## src/iqc_cfg.svh

```systemverilog
// Constants of the IQ gain, phase and delay register bank.
// Assumes inclusion by the package and the modules of this block only.
`ifndef IQC_CFG_SVH
`define IQC_CFG_SVH

// ----------------------------------------------------------------
// Register indices (byte address is four times the index)
// ----------------------------------------------------------------
`define IQC_IDX_GAIN_A 6'h0C
`define IQC_IDX_GAIN_B 6'h0D
`define IQC_IDX_GAIN_C 6'h0E
`define IQC_IDX_GAIN_D 6'h0F
`define IQC_IDX_PHASE_AB 6'h10
`define IQC_IDX_PHASE_CD 6'h11
`define IQC_IDX_ACT_AB 6'h14
`define IQC_IDX_ACT_CD 6'h15

// ----------------------------------------------------------------
// Staged register slots
// ----------------------------------------------------------------
`define IQC_SLOT_GAIN_A 3'h0
`define IQC_SLOT_GAIN_B 3'h1
`define IQC_SLOT_GAIN_C 3'h2
`define IQC_SLOT_GAIN_D 3'h3
`define IQC_SLOT_PHASE_AB 3'h4
`define IQC_SLOT_PHASE_CD 3'h5
`define IQC_SLOT_ACT_AB 3'h6
`define IQC_SLOT_NONE 3'h7

// ----------------------------------------------------------------
// Reset values and writable masks
// ----------------------------------------------------------------
`define IQC_RST_GAIN 16'h0400
`define IQC_RST_PHASE 16'h0000
`define IQC_MASK_GAIN 16'h07FF
`define IQC_MASK_GAIN_D 16'hF7FF
`define IQC_MASK_PHASE 16'h0FFF

// ----------------------------------------------------------------
// Field positions and scaling
// ----------------------------------------------------------------
`define IQC_GAIN_MSB 10
`define IQC_PHASE_MSB 11
`define IQC_LAG_AB_LSB 14
`define IQC_LAG_CD_LSB 12
`define IQC_GAIN_FRAC 10
`define IQC_PHASE_FRAC 12
`define IQC_GAIN_ALIGN 2

// ----------------------------------------------------------------
// Bus answers and datapath timing
// ----------------------------------------------------------------
`define IQC_RESP_OKAY 2'h0
`define IQC_RESP_SLVERR 2'h2
`define IQC_MAX_LAG 3

`endif

```

## src/iqc_pkg.sv

```systemverilog
// Types of the IQ gain, phase and delay register bank.
// Assumes an AXI4-Lite master with 8-bit addresses and 32-bit data.
`default_nettype none

package iqc_pkg;

  typedef struct packed {
    logic signed [15:0] a;
    logic signed [15:0] b;
    logic signed [15:0] c;
    logic signed [15:0] d;
  } iqc_quad_t;

  typedef struct packed {
    logic [10:0] gain_a;
    logic [10:0] gain_b;
    logic [10:0] gain_c;
    logic [10:0] gain_d;
    logic [11:0] phase_ab;
    logic [11:0] phase_cd;
    logic [1:0] lag_ab;
    logic [1:0] lag_cd;
  } iqc_active_t;

  typedef struct packed {
    logic awvalid;
    logic [7:0] awaddr;
    logic [2:0] awprot;
    logic wvalid;
    logic [31:0] wdata;
    logic [3:0] wstrb;
    logic bready;
    logic arvalid;
    logic [7:0] araddr;
    logic [2:0] arprot;
    logic rready;
  } iqc_axi_req_t;

  typedef struct packed {
    logic awready;
    logic wready;
    logic bvalid;
    logic [1:0] bresp;
    logic arready;
    logic rvalid;
    logic [31:0] rdata;
    logic [1:0] rresp;
  } iqc_axi_rsp_t;

endpackage

`default_nettype wire

```

## src/iqc_lag_line.sv

```systemverilog
// Selectable output lag of zero to DEPTH clock cycles, registered output.
// Assumes the lag select is stable while samples flow.
`timescale 1ns/1ps
`default_nettype none

module iqc_lag_line #(
  parameter int W = 33,
  parameter int DEPTH = 3
) (
  input wire logic clk,
  input wire logic reset_n,
  input wire logic clk_en,
  input wire logic [W-1:0] in_data,
  input wire logic [$clog2(DEPTH+1)-1:0] lag,
  output logic [W-1:0] out_data
);

  // ----------------------------------------------------------------
  // Parameter check
  // ----------------------------------------------------------------
  if (W < 1 || DEPTH < 1)
  begin : g_size_check
    $error("iqc_lag_line: W and DEPTH must be at least 1");
  end

  logic [W-1:0] tap_q [DEPTH];

  // ----------------------------------------------------------------
  // Tap chain
  // ----------------------------------------------------------------
  always_ff @(posedge clk or negedge reset_n)
  begin
    if (!reset_n)
      tap_q[0] <= '0;
    else if (clk_en)
      tap_q[0] <= in_data;
  end

  for (genvar k = 1; k < DEPTH; k++)
  begin : g_tap
    always_ff @(posedge clk or negedge reset_n)
    begin
      if (!reset_n)
        tap_q[k] <= '0;
      else if (clk_en)
        tap_q[k] <= tap_q[k-1];
    end
  end

  // ----------------------------------------------------------------
  // Tap select
  // ----------------------------------------------------------------
  always_ff @(posedge clk or negedge reset_n)
  begin
    if (!reset_n)
      out_data <= '0;
    else if (clk_en)
    begin
      if (lag == '0)
        out_data <= in_data;
      else
        out_data <= tap_q[int'(lag) - 1];
    end
  end

endmodule

`default_nettype wire

```

## src/iqc_regs.sv

```systemverilog
// IQ gain, phase and output lag registers with staged and active sets.
// Assumes an AXI4-Lite master on clk and the autosync enable from
// another configuration register on the same clock.
//
// Function
// - Gains C, D: 11-bit unsigned, reset unity
// - Gain binary point between bits 9, 10
// - AB outputs lag 0-3 cycles, bits 15:14
// - CD outputs lag 0-3 cycles, bits 13:12
// - AB phase: 12-bit signed, reset zero
// - B times phase added into A
// - AB phase write raises autosync when enabled
// - Autosync loads A, B gains, phase together
// - Gain A, B writes alone change nothing
// - C, D gains, lags load on CD sync
//
// Added by the designer: the AXI4-Lite interface to the registers.
`timescale 1ns/1ps
`default_nettype none
`include "iqc_cfg.svh"

module iqc_regs #(
  parameter int MAX_LAG = `IQC_MAX_LAG
) (
  input wire logic clk,
  input wire logic reset_n,
  input wire logic clk_en,
  input wire logic corr_autosync_enable,
  input wire iqc_pkg::iqc_axi_req_t axi_req,
  output iqc_pkg::iqc_axi_rsp_t axi_rsp,
  input wire iqc_pkg::iqc_quad_t in_quad,
  input wire logic in_valid,
  output iqc_pkg::iqc_quad_t out_quad,
  output logic out_ab_valid,
  output logic out_cd_valid
);

  // ----------------------------------------------------------------
  // Parameter check
  // ----------------------------------------------------------------
  if (MAX_LAG != `IQC_MAX_LAG)
  begin : g_lag_check
    $error("iqc_regs: lag field is two bits, MAX_LAG must be 3");
  end

  // ----------------------------------------------------------------
  // Decode helpers
  // ----------------------------------------------------------------
  function automatic logic [2:0] slot_of(input logic [7:0] addr);
    logic [5:0] idx;
    idx = addr[7:2];
    case (idx)
      `IQC_IDX_GAIN_A: slot_of = `IQC_SLOT_GAIN_A;
      `IQC_IDX_GAIN_B: slot_of = `IQC_SLOT_GAIN_B;
      `IQC_IDX_GAIN_C: slot_of = `IQC_SLOT_GAIN_C;
      `IQC_IDX_GAIN_D: slot_of = `IQC_SLOT_GAIN_D;
      `IQC_IDX_PHASE_AB: slot_of = `IQC_SLOT_PHASE_AB;
      `IQC_IDX_PHASE_CD: slot_of = `IQC_SLOT_PHASE_CD;
      `IQC_IDX_ACT_AB: slot_of = `IQC_SLOT_ACT_AB;
      default: slot_of = `IQC_SLOT_NONE;
    endcase
  endfunction

  function automatic logic [15:0] mask_of(input logic [2:0] slot);
    case (slot)
      `IQC_SLOT_GAIN_D: mask_of = `IQC_MASK_GAIN_D;
      `IQC_SLOT_PHASE_AB: mask_of = `IQC_MASK_PHASE;
      `IQC_SLOT_PHASE_CD: mask_of = `IQC_MASK_PHASE;
      default: mask_of = `IQC_MASK_GAIN;
    endcase
  endfunction

  // Gain times own sample plus phase times neighbour, saturated
  function automatic logic signed [15:0] correct(
    input logic signed [15:0] own,
    input logic [10:0] gain,
    input logic signed [15:0] nb,
    input logic [11:0] phase
  );
    logic signed [27:0] p_gain;
    logic signed [27:0] p_phase;
    logic signed [30:0] sum;
    logic signed [30:0] scaled;
    p_gain = own * $signed({1'b0, gain});
    p_phase = nb * $signed(phase);
    sum = (31'(p_gain) <<< `IQC_GAIN_ALIGN) + 31'(p_phase);
    scaled = sum >>> `IQC_PHASE_FRAC;
    if (scaled > 31'sh7FFF)
      correct = 16'sh7FFF;
    else if (scaled < -31'sh8000)
      correct = -16'sh8000;
    else
      correct = scaled[15:0];
  endfunction

  // ----------------------------------------------------------------
  // Write channel
  // ----------------------------------------------------------------
  logic aw_got_q;
  logic w_got_q;
  logic awready_q;
  logic wready_q;
  logic bvalid_q;
  logic [1:0] bresp_q;
  logic [7:0] awaddr_q;
  logic [31:0] wdata_q;
  logic [3:0] wstrb_q;
  logic aw_take;
  logic w_take;
  logic b_done;
  logic wr_fire;
  logic [2:0] wr_slot;

  assign aw_take = axi_req.awvalid && awready_q;
  assign w_take = axi_req.wvalid && wready_q;
  assign b_done = bvalid_q && axi_req.bready;
  assign wr_fire = aw_got_q && w_got_q && !bvalid_q;
  assign wr_slot = slot_of(awaddr_q);

  always_ff @(posedge clk or negedge reset_n)
  begin
    if (!reset_n)
    begin
      aw_got_q <= 1'b0;
      awready_q <= 1'b1;
      awaddr_q <= 8'h00;
    end
    else if (clk_en)
    begin
      if (aw_take)
      begin
        aw_got_q <= 1'b1;
        awready_q <= 1'b0;
        awaddr_q <= axi_req.awaddr;
      end
      else if (wr_fire)
        aw_got_q <= 1'b0;
      else if (b_done)
        awready_q <= 1'b1;
    end
  end

  always_ff @(posedge clk or negedge reset_n)
  begin
    if (!reset_n)
    begin
      w_got_q <= 1'b0;
      wready_q <= 1'b1;
      wdata_q <= 32'h0000_0000;
      wstrb_q <= 4'h0;
    end
    else if (clk_en)
    begin
      if (w_take)
      begin
        w_got_q <= 1'b1;
        wready_q <= 1'b0;
        wdata_q <= axi_req.wdata;
        wstrb_q <= axi_req.wstrb;
      end
      else if (wr_fire)
        w_got_q <= 1'b0;
      else if (b_done)
        wready_q <= 1'b1;
    end
  end

  always_ff @(posedge clk or negedge reset_n)
  begin
    if (!reset_n)
    begin
      bvalid_q <= 1'b0;
      bresp_q <= `IQC_RESP_OKAY;
    end
    else if (clk_en)
    begin
      if (wr_fire)
      begin
        bvalid_q <= 1'b1;
        bresp_q <= (wr_slot < `IQC_SLOT_ACT_AB) ? `IQC_RESP_OKAY : `IQC_RESP_SLVERR;
      end
      else if (b_done)
        bvalid_q <= 1'b0;
    end
  end

  // ----------------------------------------------------------------
  // Staged registers
  // ----------------------------------------------------------------
  logic [15:0] stg_q [6];
  logic [15:0] wr_new;

  always_comb
  begin
    wr_new = (wr_slot < `IQC_SLOT_ACT_AB) ? stg_q[wr_slot] : 16'h0000;
    if (wstrb_q[0])
      wr_new[7:0] = wdata_q[7:0];
    if (wstrb_q[1])
      wr_new[15:8] = wdata_q[15:8];
    wr_new = wr_new & mask_of(wr_slot);
  end

  for (genvar s = 0; s < 6; s++)
  begin : g_stage
    always_ff @(posedge clk or negedge reset_n)
    begin
      if (!reset_n)
        stg_q[s] <= (s < 4) ? `IQC_RST_GAIN : `IQC_RST_PHASE;
      else if (clk_en && wr_fire && wr_slot == 3'(s))
        stg_q[s] <= wr_new;
    end
  end

  // ----------------------------------------------------------------
  // Autosync and active settings
  // ----------------------------------------------------------------
  iqc_pkg::iqc_active_t act_q;
  logic sync_ab;
  logic sync_cd;

  assign sync_ab = wr_fire && wr_slot == `IQC_SLOT_PHASE_AB && corr_autosync_enable;
  assign sync_cd = wr_fire && wr_slot == `IQC_SLOT_PHASE_CD && corr_autosync_enable;

  always_ff @(posedge clk or negedge reset_n)
  begin
    if (!reset_n)
    begin
      act_q.gain_a <= 11'(`IQC_RST_GAIN);
      act_q.gain_b <= 11'(`IQC_RST_GAIN);
      act_q.phase_ab <= 12'(`IQC_RST_PHASE);
    end
    else if (clk_en && sync_ab)
    begin
      act_q.gain_a <= stg_q[`IQC_SLOT_GAIN_A][`IQC_GAIN_MSB:0];
      act_q.gain_b <= stg_q[`IQC_SLOT_GAIN_B][`IQC_GAIN_MSB:0];
      act_q.phase_ab <= wr_new[`IQC_PHASE_MSB:0];
    end
  end

  always_ff @(posedge clk or negedge reset_n)
  begin
    if (!reset_n)
    begin
      act_q.gain_c <= 11'(`IQC_RST_GAIN);
      act_q.gain_d <= 11'(`IQC_RST_GAIN);
      act_q.phase_cd <= 12'(`IQC_RST_PHASE);
      act_q.lag_ab <= 2'h0;
      act_q.lag_cd <= 2'h0;
    end
    else if (clk_en && sync_cd)
    begin
      act_q.gain_c <= stg_q[`IQC_SLOT_GAIN_C][`IQC_GAIN_MSB:0];
      act_q.gain_d <= stg_q[`IQC_SLOT_GAIN_D][`IQC_GAIN_MSB:0];
      act_q.phase_cd <= wr_new[`IQC_PHASE_MSB:0];
      act_q.lag_ab <= stg_q[`IQC_SLOT_GAIN_D][`IQC_LAG_AB_LSB +: 2];
      act_q.lag_cd <= stg_q[`IQC_SLOT_GAIN_D][`IQC_LAG_CD_LSB +: 2];
    end
  end

  // ----------------------------------------------------------------
  // Read channel
  // ----------------------------------------------------------------
  logic arready_q;
  logic rvalid_q;
  logic [31:0] rdata_q;
  logic [1:0] rresp_q;
  logic [2:0] rd_slot;
  logic [15:0] rd_word;

  assign rd_slot = slot_of(axi_req.araddr);

  always_comb
  begin
    rd_word = 16'h0000;
    if (rd_slot < `IQC_SLOT_ACT_AB)
      rd_word = stg_q[rd_slot];
    else if (rd_slot == `IQC_SLOT_ACT_AB)
      rd_word = {4'h0, act_q.phase_ab};
    else if (axi_req.araddr[7:2] == `IQC_IDX_ACT_CD)
      rd_word = {act_q.lag_ab, act_q.lag_cd, act_q.phase_cd};
  end

  always_ff @(posedge clk or negedge reset_n)
  begin
    if (!reset_n)
    begin
      arready_q <= 1'b1;
      rvalid_q <= 1'b0;
      rdata_q <= 32'h0000_0000;
      rresp_q <= `IQC_RESP_OKAY;
    end
    else if (clk_en)
    begin
      if (axi_req.arvalid && arready_q)
      begin
        arready_q <= 1'b0;
        rvalid_q <= 1'b1;
        rdata_q <= {16'h0000, rd_word};
        if (rd_slot != `IQC_SLOT_NONE || axi_req.araddr[7:2] == `IQC_IDX_ACT_CD)
          rresp_q <= `IQC_RESP_OKAY;
        else
          rresp_q <= `IQC_RESP_SLVERR;
      end
      else if (rvalid_q && axi_req.rready)
      begin
        rvalid_q <= 1'b0;
        arready_q <= 1'b1;
      end
    end
  end

  assign axi_rsp = '{awready: awready_q, wready: wready_q, bvalid: bvalid_q,
                     bresp: bresp_q, arready: arready_q, rvalid: rvalid_q,
                     rdata: rdata_q, rresp: rresp_q};

  // ----------------------------------------------------------------
  // Correction stage
  // ----------------------------------------------------------------
  iqc_pkg::iqc_quad_t corr_q;
  logic corr_v_q;

  always_ff @(posedge clk or negedge reset_n)
  begin
    if (!reset_n)
    begin
      corr_q <= '0;
      corr_v_q <= 1'b0;
    end
    else if (clk_en)
    begin
      corr_q.a <= correct(in_quad.a, act_q.gain_a, in_quad.b, act_q.phase_ab);
      corr_q.b <= correct(in_quad.b, act_q.gain_b, in_quad.b, 12'h000);
      corr_q.c <= correct(in_quad.c, act_q.gain_c, in_quad.d, act_q.phase_cd);
      corr_q.d <= correct(in_quad.d, act_q.gain_d, in_quad.d, 12'h000);
      corr_v_q <= in_valid;
    end
  end

  // ----------------------------------------------------------------
  // Pair output lags
  // ----------------------------------------------------------------
  logic [32:0] ab_out;
  logic [32:0] cd_out;

  iqc_lag_line #(.W(33), .DEPTH(MAX_LAG)) u_lag_ab (
    .clk(clk),
    .reset_n(reset_n),
    .clk_en(clk_en),
    .in_data({corr_v_q, corr_q.a, corr_q.b}),
    .lag(act_q.lag_ab),
    .out_data(ab_out)
  );

  iqc_lag_line #(.W(33), .DEPTH(MAX_LAG)) u_lag_cd (
    .clk(clk),
    .reset_n(reset_n),
    .clk_en(clk_en),
    .in_data({corr_v_q, corr_q.c, corr_q.d}),
    .lag(act_q.lag_cd),
    .out_data(cd_out)
  );

  assign out_ab_valid = ab_out[32];
  assign out_quad.a = ab_out[31:16];
  assign out_quad.b = ab_out[15:0];
  assign out_cd_valid = cd_out[32];
  assign out_quad.c = cd_out[31:16];
  assign out_quad.d = cd_out[15:0];

endmodule

`default_nettype wire

```

## config.mk

```make
export PLATFORM = sky130hd
export DESIGN_NAME = iqc_regs
export DESIGN_NICKNAME = d
export VERILOG_FILES = /design/src/iqc_pkg.sv /design/src/iqc_lag_line.sv /design/src/iqc_regs.sv
export VERILOG_INCLUDE_DIRS = /design/src /design/src/src
export SDC_FILE = /design/constraint.sdc
export NUM_CORES = 2
export LEC_CHECK = 0
export BUFFER_PORTS_ARGS = -buffer_cell sky130_fd_sc_hd__buf_4
export CAP_MARGIN = 20
export CORE_ASPECT_RATIO = 1.2
export CORE_MARGIN = 4
export CORE_UTILIZATION = 25
export DETAILED_ROUTE_END_ITERATION = 16
export HOLD_SLACK_MARGIN = 0.02
export PLACE_DENSITY = 0.36
export SLEW_MARGIN = 5
export SYNTH_ARGS = -nofsm -noshare
export SYNTH_HDL_FRONTEND = slang
export SYNTH_SLANG_ARGS = --single-unit
```

## constraint.sdc

```tcl
create_clock -name clk -period 9.24 [get_ports clk]
set_input_delay 1.386 -clock clk [delete_from_list [all_inputs] [get_ports clk]]
set_output_delay 1.386 -clock clk [all_outputs]
set_load 0.1 [all_outputs]
```

==> run metrics <==
Final min period roughly 9.7 ns; nets 8,350; Yosys top cell area share about 33%; ys flop type dfrtp_1; pre-CTS setup slack -1.64 ns; Crit Path Category input pin to flop; worst reg2reg path endpoint corr_q[29]; clk_lat worst skew roughly 0.7 ns; Top cell by count, worst path fa_1; Post-synth ARST share 100%; Synth top cells by count inv_1 (1,246), fa_1 (1,074), nand2_1 (773); peak supply drop about 0.13 mV; first-pass GRT wire length 305 mm; # setup viols final 31; FF-to-FF path depth 37; Final Instance Area ~0.076 mm2; First-pass DRT Iterations 5; CTS tree yes; Routed WL approximately 190 mm; Hold Path Origin w_got_q; Util after Layout 29.8%; final setup margin -0.454 ns; GR Overflow Total 0; clk sinks between 500 and 600; Antenna Violating Nets Remaining 0; Worst-path clk slew around 0.06 ns; RR Startpoint act_q[42]; Syn Inst Count around 6,400; pin count of the biggest net entering global routing roughly 150; Final Skew between 0.04 and 0.05 ns; HP Class flop to flop; Die Footprint ~0.27 mm2; Hold Vio Cnt, Final 0; vias per cell between 4 and 5; hold path depth 2; post-synthesis register bit count ~540; largest buffer count on any clock path 3; top post-synthesis cells by area fa_1 (33%), dfrtp_1 (21%), mux2_2 (8.9%), ha_1 (7.4%), inv_1 (7.3%); violated checks setup timing; RSZ-0062 raised after global routing true; Req. time, crit path 9.87 ns; reg2reg setup slack -0.31 ns; Hold Path End w_got_q; io pins between 200 and 250; TNS Setup -10.97 ns; initial antenna violation count 13; CTS Buf Count 70; DR iter-0 viols 1,871; CP Capture Type flop; Least-Margin Pin Slew about 1 ns; placed wire-length estimate between 100 and 150 mm; port buffer count ~190; DR WL/cell 18.6 um; critical path arrival ~10 ns; CP Buf/Inv Count 9; Post-Syn Area approximately 0.064 mm2; Rows 203; placed insts roughly 10,000; GP Congestion about 0.78; Max Slew Vio Count 0; share of cells above drive strength 1 between 20% and 30%; post-synth top area cell fa_1; worst-path maximum fanout 8; max_slew headroom between 30% and 40%; fin crit share 105%; vias in the first global route around 50,000; core footprint about 0.26 mm2; DRC errors left 0; Pleak approximately 36 nW; CP delay by family, top adder cells; most numerous cell in the Yosys netlist inv_1; YS warnings 0; final std cells w/o fill 10,200; die span in x about 470 um; Synth cell types 80; DP Area 0.0725 mm2; Max Fclk ~0.10 GHz; initial core utilization 25.2%; gr usage total 14.6%; Layout area overhead 18.0%; status finished, violations left; Chip Height around 560 um; Critical Path Max Stage Delay about 0.55 ns; maxcap violations 0; H-tree Lvls 3; cts hold-fix bufs 0; CP startpoint kind input pin; EDFF count, synth 0; Pwr Density around 82 mW/mm2; Critical-path top delay cell fa_1; syn_area_per_cell between 10 and 15 um2; via count roughly 44,000; post-synthesis sequential area ratio 21.1%; Clock Tree Root clkbuf_16
-- tightest hold or removal path: stages, from the launching register on --
cell     delay, ns
dfrtp_1       0.34
nand2_1       0.05
nand2_1       0.05
-- sequential cells by signal (all words and copies together) (netlist names), 2 cells and up --
register	flops
act_q	72
awaddr_q	6
corr_q	64
rdata_q	16
stg_q	96
u_lag_ab.out_data	33
u_lag_ab.tap_q	96
u_lag_cd.out_data	33
u_lag_cd.tap_q	99
wdata_q	16
wstrb_q	2
-- layer usage --
layer	global-route usage, %	routed length [um]
met1	20.5	92000
met3	1.86	5750
met2	24.3	88900
met5	0	92
met4	2.51	2840
-- metrics by stage --
step | power [W] | hold WS, ns
floorplan | 0.00315 | 0.447
global placement | 0.00345 | 0.466
detailed placement | 0.00346 | 0.469
CTS | 0.00639 | 0.484
global route | 0.00655 | 0.495
finish | 0.00624 | 0.473
-- timing repair --
action                                  CTS  global route
buffers inserted                         19             7
endpoints found under the setup margin   32            32
cloned                                    3             0
gates resized for setup                 127            75
pin swaps                                83            78
-- kinds of logic after synthesis --
logic type | Yosys count | share of synthesized area [%]
AND/OR/NAND/NOR | 1479 | 10.8
AO/OA/AOI/OAI | 621 | 6.30
XOR/XNOR | 150 | 2.05
multiplexers | 551 | 9.54
flip-flops | 543 | 21.1
buffers and inverters | 1604 | 9.48
other | 1 | 0.00582
adder cells (fa/ha/maj) | 1454 | 40.7
-- layout make-up --
type / count / area, um2
Tap cell: 3382 / 4230
Sequential cell: 543 / 13600
Fill cell: 26710 / 180000
Multi-Input combinational cell: 4273 / 46100
Clock inverter: 17 / 244
Clock buffer: 106 / 2110
Inverter: 1248 / 4680
Antenna cell: 3 / 7.51
Timing Repair Buffer: 628 / 5070
-- power by group --
part	total [W]	internal, W	switching, W	leakage, nW
Combinational	0.000830	0.000286	0.000545	28.0
Sequential	0.00260	0.00251	0.0000831	7.17
Clock	0.00281	0.00165	0.00117	1.16
-- layout by cell type (no fill, tap or decap), types with 13 or more instances in the layout --
cell       netlist  layout
o221ai_1        48      18
clkbuf_16        0      73
buf_4           23     589
and2_1         401     392
buf_12           0      16
o21a_1          17      17
nor3_1          21      17
nand3_1         23      19
o21ai_0        118     101
ha_1           380     335
a21oi_2          2      19
dfrtp_1        532     524
a21oi_1        194     174
fa_1          1074    1055
inv_2            1      24
nor2b_1         25      23
o22ai_1         31      31
o221ai_2         0      29
ha_4             0      39
a211oi_1        17      13
clkbuf_8         0      18
clkbuf_1       314      16
nor2_1         140     132
nand2_2          1      14
conb_1           1      18
a22oi_1         25      25
nand2b_1        46      46
buf_6            0      13
a221oi_1        45      42
inv_1         1246    1223
a21o_1          38      38
mux2_2         507     507
xnor2_1         98      90
nand2_1        773     758
fa_2             0      19
xor2_1          51      47
mux2i_1         44      44
-- worst max path at each step --
stage | startpoint | endpoint | slack [ns] | cells after the start
floorplan | in_quad[19] | corr_q[28] | -0.69 | 37
global placement | in_quad[21] | corr_q[27] | -1.56 | 37
detailed placement | in_quad[21] | corr_q[27] | -1.64 | 37
CTS | in_quad[55] | corr_q[62] | -0.38 | 40
global route | in_quad[19] | corr_q[29] | -0.78 | 37
finish | in_quad[21] | corr_q[29] | -0.45 | 38
Power figures use the tool's default switching activity.
